<file path="src/verilog/ccs_consts.svh">
// constant definitions for the card configuration and status register block
`ifndef CCS_CONSTS_SVH
`define CCS_CONSTS_SVH
// ****************************************
// attribute register offsets
// ****************************************
`define CCS_OFS_OPTION      11'h200
`define CCS_OFS_CFG_STATUS  11'h202
`define CCS_OFS_PIN_SUBST   11'h204
`define CCS_OFS_SOCKET_COPY 11'h206
// ****************************************
// field positions
// ****************************************
`define CCS_OPT_SRST_BIT    7
`define CCS_OPT_LEVEL_BIT   6
`define CCS_CS_CHANGE_BIT   7
`define CCS_CS_SIGEN_BIT    6
`define CCS_CS_EIGHT_BIT    5
`define CCS_CS_PWD_BIT      2
`define CCS_CS_INTERRUPT_STATUS_BIT_BIT     1
`define CCS_PS_CHG_BIT      5
`define CCS_PS_RDY_BIT      1
`define CCS_SC_DRV_BIT      4
// fixed bits of the pin substitute register (bits 3 and 2 read one)
`define CCS_PS_FIXED        8'h0c
// ****************************************
// reset values and mode-select codes
// ****************************************
`define CCS_RESET_BYTE      8'h00
`define CCS_MODE_MEMORY     6'h00
`define CCS_MODE_CONTIG     6'h01
`define CCS_MODE_PRIMARY    6'h02
`define CCS_MODE_SECONDARY  6'h03
// ****************************************
// task-file windows
// ****************************************
`define CCS_MEM_TF_LO_END   11'h00f
`define CCS_MEM_TF_HI_BASE  11'h400
`define CCS_MEM_TF_HI_END   11'h7ff
`define CCS_PRI_BASE        11'h1f0
`define CCS_PRI_END         11'h1f7
`define CCS_PRI_ALT_BASE    11'h3f6
`define CCS_PRI_ALT_END     11'h3f7
`define CCS_SEC_BASE        11'h170
`define CCS_SEC_END         11'h177
`define CCS_SEC_ALT_BASE    11'h376
`define CCS_SEC_ALT_END     11'h377
// ****************************************
// timing
// ****************************************
`define CCS_CLK_PERIOD_NS   100
`define CCS_PWR_SETTLE_NS   1000
`define CCS_PWR_SETTLE_CYC  ((`CCS_PWR_SETTLE_NS + `CCS_CLK_PERIOD_NS - 1) / `CCS_CLK_PERIOD_NS)
`endif

</file>
<file path="src/verilog/ccs_pkg.sv">
// types for the card configuration and status register block
package ccs_pkg;
	// power sequencing states
	typedef enum logic [2:0] {
		CCS_PWR_ACTIVE   = 3'b001,
		CCS_PWR_SETTLING = 3'b010,
		CCS_PWR_ASLEEP   = 3'b100
	} ccs_pwr_t;

	// all state of the register block
	typedef struct packed {
		logic [25:0] pin1;
		logic [25:0] pin2;
		logic        we_d;
		logic [5:0]  mode_select;
		logic        level_irq;
		logic        soft_reset;
		logic        status_change_enable;
		logic        eight_bit_host_flag;
		logic        power_down_bit;
		logic        ready_busy_change_latch;
		logic        ready_mask;
		logic        drive_copy_number;
		ccs_pwr_t    pwr;
		logic [3:0]  settle_cnt;
		logic        target_sleep;
		logic        ready;
		logic        status_change_out_n;
		logic [7:0]  dout;
		logic        doe;
		logic        tf_sel;
		logic [3:0]  tf_index;
		logic        slave;
	} ccs_state_t;
endpackage : ccs_pkg

</file>
<file path="src/verilog/ccs_regs.sv">
// card configuration and status registers with task-file window decode
`timescale 1ns/1ps
`include "ccs_consts.svh"

module ccs_regs (
	input  wire logic        mclk,
	input  wire logic        resetn,
	input  wire logic        reg_n,
	input  wire logic        ce1_n,
	input  wire logic        oe_n,
	input  wire logic        we_n,
	input  wire logic        iord_n,
	input  wire logic        iowr_n,
	input  wire logic        hard_reset,
	input  wire logic [10:0] addr,
	input  wire logic [7:0]  data_in,
	input  wire logic        core_busy,
	input  wire logic        core_idle,
	input  wire logic        command_pulse,
	input  wire logic        interrupt_status_bit_request,
	input  wire logic        interrupt_disable_bit,
	output logic [7:0]       data_out,
	output logic             data_oe,
	output logic             status_change_out_n,
	output logic             ready_out,
	output logic             sleep_state,
	output logic             tf_select,
	output logic [3:0]       tf_index,
	output logic             slave_card,
	output logic             eight_bit_host,
	output logic             level_irq_mode
);
	// ****************************************
	// state
	// ****************************************
	localparam logic [3:0] SETTLE_LAST = 4'(`CCS_PWR_SETTLE_CYC - 1);

	ccs_pkg::ccs_state_t q;
	ccs_pkg::ccs_state_t n;

	// synchronised pin view, second stage only
	logic        s_reg_n;
	logic        s_ce1_n;
	logic        s_oe_n;
	logic        s_we_n;
	logic        s_iord_n;
	logic        s_iowr_n;
	logic        s_hard;
	logic [10:0] s_addr;
	logic [7:0]  s_data;
	logic        clr;
	logic        attr_wr;
	logic        attr_rd;
	logic        io_cycle;
	logic        mem_cycle;
	logic        io_mode;
	logic        ready_live;
	logic        interrupt_status_bit_view;

	assign {s_reg_n, s_ce1_n, s_oe_n, s_we_n, s_iord_n, s_iowr_n, s_hard} = q.pin2[25:19];
	assign s_addr = q.pin2[18:8];
	assign s_data = q.pin2[7:0];

	// access qualifiers from the synchronised pins
	assign clr       = s_hard | q.soft_reset;
	assign attr_wr   = !s_reg_n && !s_ce1_n && s_we_n && !q.we_d;
	assign attr_rd   = !s_reg_n && !s_ce1_n && !s_oe_n;
	assign io_cycle  = !s_reg_n && !s_ce1_n && (!s_iord_n || !s_iowr_n);
	assign mem_cycle = s_reg_n && !s_ce1_n && (!s_oe_n || !s_we_n);
	assign io_mode   = q.mode_select != `CCS_MODE_MEMORY;
	assign ready_live = !core_busy && (q.pwr != ccs_pkg::CCS_PWR_SETTLING);
	assign interrupt_status_bit_view = interrupt_status_bit_request && !interrupt_disable_bit;

	// ****************************************
	// next-state logic
	// ****************************************
	always_comb begin
		n = q;
		// two-stage pin synchroniser; stage one feeds stage two only
		n.pin1 = {reg_n, ce1_n, oe_n, we_n, iord_n, iowr_n, hard_reset, addr, data_in};
		n.pin2 = q.pin1;
		n.we_d = s_we_n;

		// host writes land on the release of the write strobe
		if (attr_wr) begin
			unique case (s_addr)
				`CCS_OFS_OPTION: begin
					n.mode_select = s_data[5:0];
					n.level_irq   = s_data[`CCS_OPT_LEVEL_BIT];
					n.soft_reset  = s_data[`CCS_OPT_SRST_BIT];
				end
				`CCS_OFS_CFG_STATUS: begin
					n.status_change_enable = s_data[`CCS_CS_SIGEN_BIT];
					n.eight_bit_host_flag  = s_data[`CCS_CS_EIGHT_BIT];
					n.power_down_bit       = s_data[`CCS_CS_PWD_BIT];
				end
				`CCS_OFS_PIN_SUBST: begin
					n.ready_busy_change_latch = s_data[`CCS_PS_CHG_BIT];
					n.ready_mask              = s_data[`CCS_PS_RDY_BIT];
				end
				`CCS_OFS_SOCKET_COPY: begin
					n.drive_copy_number = s_data[`CCS_SC_DRV_BIT];
				end
				default: begin
					n.we_d = s_we_n; // other offsets are unmapped, writes ignored
				end
			endcase
		end

		// hard or soft reset returns registers to zero; soft bit survives itself
		if (clr) begin
			n.mode_select             = `CCS_MODE_MEMORY;
			n.level_irq               = 1'b0;
			n.status_change_enable    = 1'b0;
			n.eight_bit_host_flag     = 1'b0;
			n.power_down_bit          = 1'b0;
			n.ready_busy_change_latch = 1'b0;
			n.ready_mask              = 1'b0;
			n.drive_copy_number       = 1'b0;
			if (s_hard) begin
				n.soft_reset = 1'b0;
			end
		end

		n.ready = ready_live;

		// power sequencing; any change of the bit restarts the settle wait
		unique case (q.pwr)
			ccs_pkg::CCS_PWR_ACTIVE: begin
				if (core_idle && !command_pulse) begin
					n.pwr = ccs_pkg::CCS_PWR_ASLEEP;
				end
			end
			ccs_pkg::CCS_PWR_SETTLING: begin
				if (q.settle_cnt == 4'h0) begin
					n.pwr = q.target_sleep ? ccs_pkg::CCS_PWR_ASLEEP
					                       : ccs_pkg::CCS_PWR_ACTIVE;
				end else begin
					n.settle_cnt = q.settle_cnt - 4'h1;
				end
			end
			ccs_pkg::CCS_PWR_ASLEEP: begin
				if (command_pulse && !q.power_down_bit) begin
					n.pwr = ccs_pkg::CCS_PWR_ACTIVE;
				end
			end
			default: begin
				n.pwr = ccs_pkg::CCS_PWR_SETTLING;
			end
		endcase
		if (n.power_down_bit != q.power_down_bit) begin
			n.pwr          = ccs_pkg::CCS_PWR_SETTLING;
			n.settle_cnt   = SETTLE_LAST;
			n.target_sleep = n.power_down_bit;
			n.ready        = 1'b0;
		end

		// latch either ready edge, the forced busy included; the set beats a host clear
		if ((n.ready != q.ready) && !q.ready_mask) begin
			n.ready_busy_change_latch = 1'b1;
		end

		// status-change pin, high unless enabled in I/O mode with change flagged
		n.status_change_out_n = !(q.ready_busy_change_latch && q.status_change_enable
		                          && io_mode);

		// attribute register read data
		n.doe  = 1'b0;
		n.dout = `CCS_RESET_BYTE;
		if (attr_rd) begin
			unique case (s_addr)
				`CCS_OFS_OPTION: begin
					n.doe  = 1'b1;
					n.dout = {q.soft_reset, q.level_irq, q.mode_select};
				end
				`CCS_OFS_CFG_STATUS: begin
					n.doe  = 1'b1;
					n.dout = {q.ready_busy_change_latch, q.status_change_enable,
					          q.eight_bit_host_flag, 2'b00, q.power_down_bit,
					          interrupt_status_bit_view, 1'b0};
				end
				`CCS_OFS_PIN_SUBST: begin
					n.doe  = 1'b1;
					n.dout = `CCS_PS_FIXED | {2'b00, q.ready_busy_change_latch, 3'b000,
					                          q.ready, 1'b0};
				end
				`CCS_OFS_SOCKET_COPY: begin
					n.doe  = 1'b1;
					n.dout = {3'b000, q.drive_copy_number, 4'h0};
				end
				default: begin
					n.doe = 1'b0; // unmapped attribute space stays undriven
				end
			endcase
		end

		// task-file window decode per mode-select
		n.tf_sel   = 1'b0;
		n.tf_index = s_addr[3:0];
		unique case (q.mode_select)
			`CCS_MODE_MEMORY: begin
				n.tf_sel = mem_cycle && ((s_addr <= `CCS_MEM_TF_LO_END) ||
				           (s_addr >= `CCS_MEM_TF_HI_BASE));
			end
			`CCS_MODE_CONTIG: begin
				n.tf_sel = io_cycle;
			end
			`CCS_MODE_PRIMARY: begin
				if (s_addr >= `CCS_PRI_BASE && s_addr <= `CCS_PRI_END) begin
					n.tf_sel   = io_cycle;
					n.tf_index = {1'b0, s_addr[2:0]};
				end else if (s_addr >= `CCS_PRI_ALT_BASE && s_addr <= `CCS_PRI_ALT_END) begin
					n.tf_sel   = io_cycle;
					n.tf_index = {3'b111, s_addr[0]};
				end
			end
			`CCS_MODE_SECONDARY: begin
				if (s_addr >= `CCS_SEC_BASE && s_addr <= `CCS_SEC_END) begin
					n.tf_sel   = io_cycle;
					n.tf_index = {1'b0, s_addr[2:0]};
				end else if (s_addr >= `CCS_SEC_ALT_BASE && s_addr <= `CCS_SEC_ALT_END) begin
					n.tf_sel   = io_cycle;
					n.tf_index = {3'b111, s_addr[0]};
				end
			end
			default: begin
				n.tf_sel = 1'b0; // undefined modes decode nothing
			end
		endcase

		// copy number one makes this card the slave
		n.slave = q.drive_copy_number;
	end

	// ****************************************
	// state register
	// ****************************************
	always_ff @(posedge mclk or negedge resetn) begin
		if (!resetn) begin
			q                     <= '0;
			q.pin1                <= 26'h3ffff00;
			q.pin2                <= 26'h3ffff00;
			q.we_d                <= 1'b1;
			q.pwr                 <= ccs_pkg::CCS_PWR_ACTIVE;
			q.status_change_out_n <= 1'b1;
		end else begin
			q <= n;
		end
	end

	// outputs straight from flops
	assign data_out            = q.dout;
	assign data_oe             = q.doe;
	assign status_change_out_n = q.status_change_out_n;
	assign ready_out           = q.ready;
	assign sleep_state         = q.pwr[2]; // asleep is the top one-hot bit
	assign tf_select           = q.tf_sel;
	assign tf_index            = q.tf_index;
	assign slave_card          = q.slave;
	assign eight_bit_host      = q.eight_bit_host_flag;
	assign level_irq_mode      = q.level_irq;
endmodule : ccs_regs

</file>
<file path="config.mk">
export PLATFORM = sky130hd
export DESIGN_NAME = ccs_regs
export DESIGN_NICKNAME = d
export VERILOG_FILES = /design/src/verilog/ccs_pkg.sv /design/src/verilog/ccs_regs.sv
export VERILOG_INCLUDE_DIRS = /design/src /design/src/verilog
export SDC_FILE = /design/constraint.sdc
export NUM_CORES = 1
export LEC_CHECK = 0
export BUFFER_PORTS_ARGS = -buffer_cell sky130_fd_sc_hd__buf_4
export CORE_MARGIN = 4
export CORE_UTILIZATION = 38
export CTS_CLUSTER_DIAMETER = 80
export DETAILED_ROUTE_END_ITERATION = 8
export PLACE_DENSITY = 0.68
export SYNTH_ARGS = -nofsm -noshare
export SYNTH_HDL_FRONTEND = slang
export SYNTH_SLANG_ARGS = --single-unit
</file>
<file path="constraint.sdc">
create_clock -name mclk -period 1.8 [get_ports mclk]
set_input_delay 0.09 -clock mclk [delete_from_list [all_inputs] [get_ports mclk]]
set_output_delay 0.09 -clock mclk [all_outputs]
set_load 0.01 [all_outputs]
</file>
==> impl_metrics.tcl <==
set metrics [dict create \
    fp-row-count 34 \
    cp_cell_sequence "nor4b_4 -> buf_4 -> nand4_4 -> nor3b_4 -> mux2i_1 -> o221ai_1" \
    cts-root-buf "clkbuf_8" \
    fin_util 0.512 \
    tightest_slew_ns 0.546 \
    final-hold-violation-count 0 \
    setup_ws_ns 0.0451 \
    dpl.cell_count 408 \
    die_w_um 103 \
    outcome "finished clean" \
    end_kind "register" \
    ys_types 48 \
    yosysSeqAreaShare 0.681 \
    dr.first_iter.drc_count 80 \
    setup_violations 0 \
    drc 0 \
    synth_area_per_cell_um2 13.5 \
    max_freq_ghz 0.570 \
    synth_seq_cells 92 \
    core-area_um2 8760 \
    synth_ff_type "dfrtp_1" \
    power_density_nw_per_um2 970 \
    drtAntennaViolNets 0 \
    p_leak_uw 0.00202 \
    die_area_um2 10700 \
    globalRouteTotalUtil 0.135 \
    cp.arrival_ns 1.98 \
    avgViaCountPerCell 4.69 \
    ys_warn_count 0 \
    syn2layout_area_growth_pct 30.1 \
    drive_gt1_frac 0.383 \
    num_antenna_cells 0 \
    portBuffers 52 \
    wire_per_inst_um 14.1 \
    rsz0062_at_grt "yes" \
    place_ws_ns -0.0206 \
    critPathLaunchType "register" \
    drv_slew 0 \
    numCtsBuffers 9 \
    min_path_type "in2reg" \
    gr-total-overflow 0 \
    io-pin-count 53 \
    antenna_found_initial 0 \
    crit_slowest_cell "dfstp_2" \
    async_flop_share 1.00 \
    die_h_um 103 \
    clk_latency_ns 0.35 \
    initial_utilization 0.394 \
    slowest_delay_ns 0.54 \
    grt_pass1_wl_mm 10.9 \
    finalWirelength_mm 6.41 \
    finalCriticalPeriod_ns 1.75 \
    critPathMaxFanout 3 \
    synth-edff-count 0 \
    num_vias 2136 \
    clk_path_buf_depth 2 \
    required_ns 2.02 \
    crit_type "reg2reg" \
    fin_nets 377 \
    clock-sinks 92 \
    cts_tree "done" \
    critPathTopFamily "simple AND/OR/NAND/NOR gates" \
    grt_max_degree 45 \
    clk_pin_slew_ns 0.09 \
    worst-path-buf-inv 1 \
    place.gp.congestion 0.831 \
    synthesis.area_um2 3450 \
    relSlewSlack 0.636 \
    stdcell_count 455 \
    maxCapViolCount 0 \
    grt_pass1_vias 2193 \
    dp_hpwl_mm 4.42 \
    htree_num_levels 3 \
    finalCritPeriodShare 0.975 \
    synth_fp_nets 291 \
    syn_inst 256 \
    fin_skew_ns 0.0107 \
    ir_drop_mv 0.409 \
    drt_pass1_iterations 4 \
]
==> cells in the final DEF (no fill, tap or decap), drive strengths merged, types with 2 or more instances in the layout <==
cell type,instances
a21o,2
clkbuf,11
a31oi,3
o21bai,2
dfstp,39
nor2,30
mux2i,19
nor3,11
clkinv,2
nand4,4
or2,3
nor2b,3
dlygate4sd3,28
nand2,10
inv,12
dfrtp,53
ha,2
a21oi,6
nand3,2
xnor2,5
nand2b,2
nor4b,5
nor3b,5
buf,69
o21ai,3
==> report_power, final <==
group	internal [µW]	leakage [µW]	switching (µW)	total, µW
registers	2270	0.00108	154	2420
clock network	510	0.0000886	704	1210
logic	389	0.000854	333	721
total	3160	0.00202	1190	4360
==> worst paths after layout <==
| kind | startpoint | to | slack, ns | cells after the start |
|---|---|---|---|---|
| hold / removal | interrupt_disable_bit | data_out[1] | 0.08 | 4 |
| setup reg to reg | q[57] | q[27] | 0.05 | 6 |
| max in group asynchronous | resetn | n[55] | 0.87 | 3 |
| setup / recovery | q[57] | q[27] | 0.05 | 6 |
| hold reg to reg | n[42] | q[42] | 0.35 | 0 |
| min in group asynchronous | resetn | q[44] | 0.30 | 2 |
==> worst min-delay path, cell delays in order <==
cell and delay, ns:
buf_4 0.08, inv_1 0.03, a31oi_1 0.15, nor2_1 0.05
==> metal layers <==
layer	global-route usage	routed length [µm]
met4	0.0598	131
met3	0.0309	305
met2	0.209	3030
met1	0.183	2940
met5	0	0
==> kinds of logic (layout without fill, tap and decap cells) <==
family,after synthesis,after routing,synth area share
flip-flops,92,92,0.681
AO/OA/AOI/OAI,25,25,0.0507
XOR/XNOR,6,6,0.0152
multiplexers,19,19,0.0551
adder cells (fa/ha/maj),2,2,0.00725
buffers and inverters,31,122,0.0493
AND/OR/NAND/NOR,81,81,0.141
==> synthesized netlist by cell type (all sizes together), types with 2 or more instances <==
cell type	n	area (µm²)
a21oi	6	30.0
a21o	2	15.0
buf	14	106
ha	2	25.0
o21bai	2	15.0
dfstp	39	1020
or2	3	18.8
nor2b	3	18.8
nand4	4	46.3
dfrtp	53	1330
nor2	30	113
xnor2	5	43.8
nand2b	2	12.5
inv	9	33.8
clkbuf	8	30.0
nor4b	5	65.1
nand2	10	37.5
a31oi	3	18.8
o21ai	3	15.0
nor3b	5	42.5
mux2i	19	190
nand3	2	10.0
nor3	11	77.6
==> flip-flops by register name, indices dropped and copies added (netlist names) <==
signal and count:
n 27, slave_card 1, tf_index 4, sleep_state 1, eight_bit_host 1, level_irq_mode 1, tf_select 1, data_oe 1
ready_out 1, data_out 8, q 45, status_change_out_n 1
==> through the flow <==
step / total power (µW) / hold WS [ns] / cell area [µm²] / TNS, ns
after global routing: 4600 / 0.0954 / 4490 / -0.515
after floorplan: 2830 / -0.206 / 3450 / 0
after global placement: 3090 / 0.109 / 3970 / 0
final: 4360 / 0.0778 / 4490 / 0
after detailed placement: 3120 / 0.118 / 3970 / -0.0830
after CTS: 4400 / 0.0633 / 4440 / 0
==> timing repair <==
| action | 4_1_cts | 5_1_grt |
|---|---|---|
| hold endpoints to repair | 42 | 0 |
| resized for setup | 3 | 4 |
| pin swaps | 0 | 4 |
| setup endpoints to repair | 7 | 16 |
| hold buffers | 28 | 0 |
| buffers inserted | 0 | 3 |
==> area by class of cell <==
| class | instances | area [µm²] |
|---|---|---|
| inverters | 9 | 33.8 |
| well taps | 108 | 135 |
| flip-flops and latches | 92 | 2350 |
| clock buffers | 11 | 131 |
| multi-input cells | 133 | 981 |
| clock inverters | 5 | 35.0 |
| repair buffers | 97 | 823 |
| fillers | 780 | 4270 |
Power figures use the tool's default switching activity.
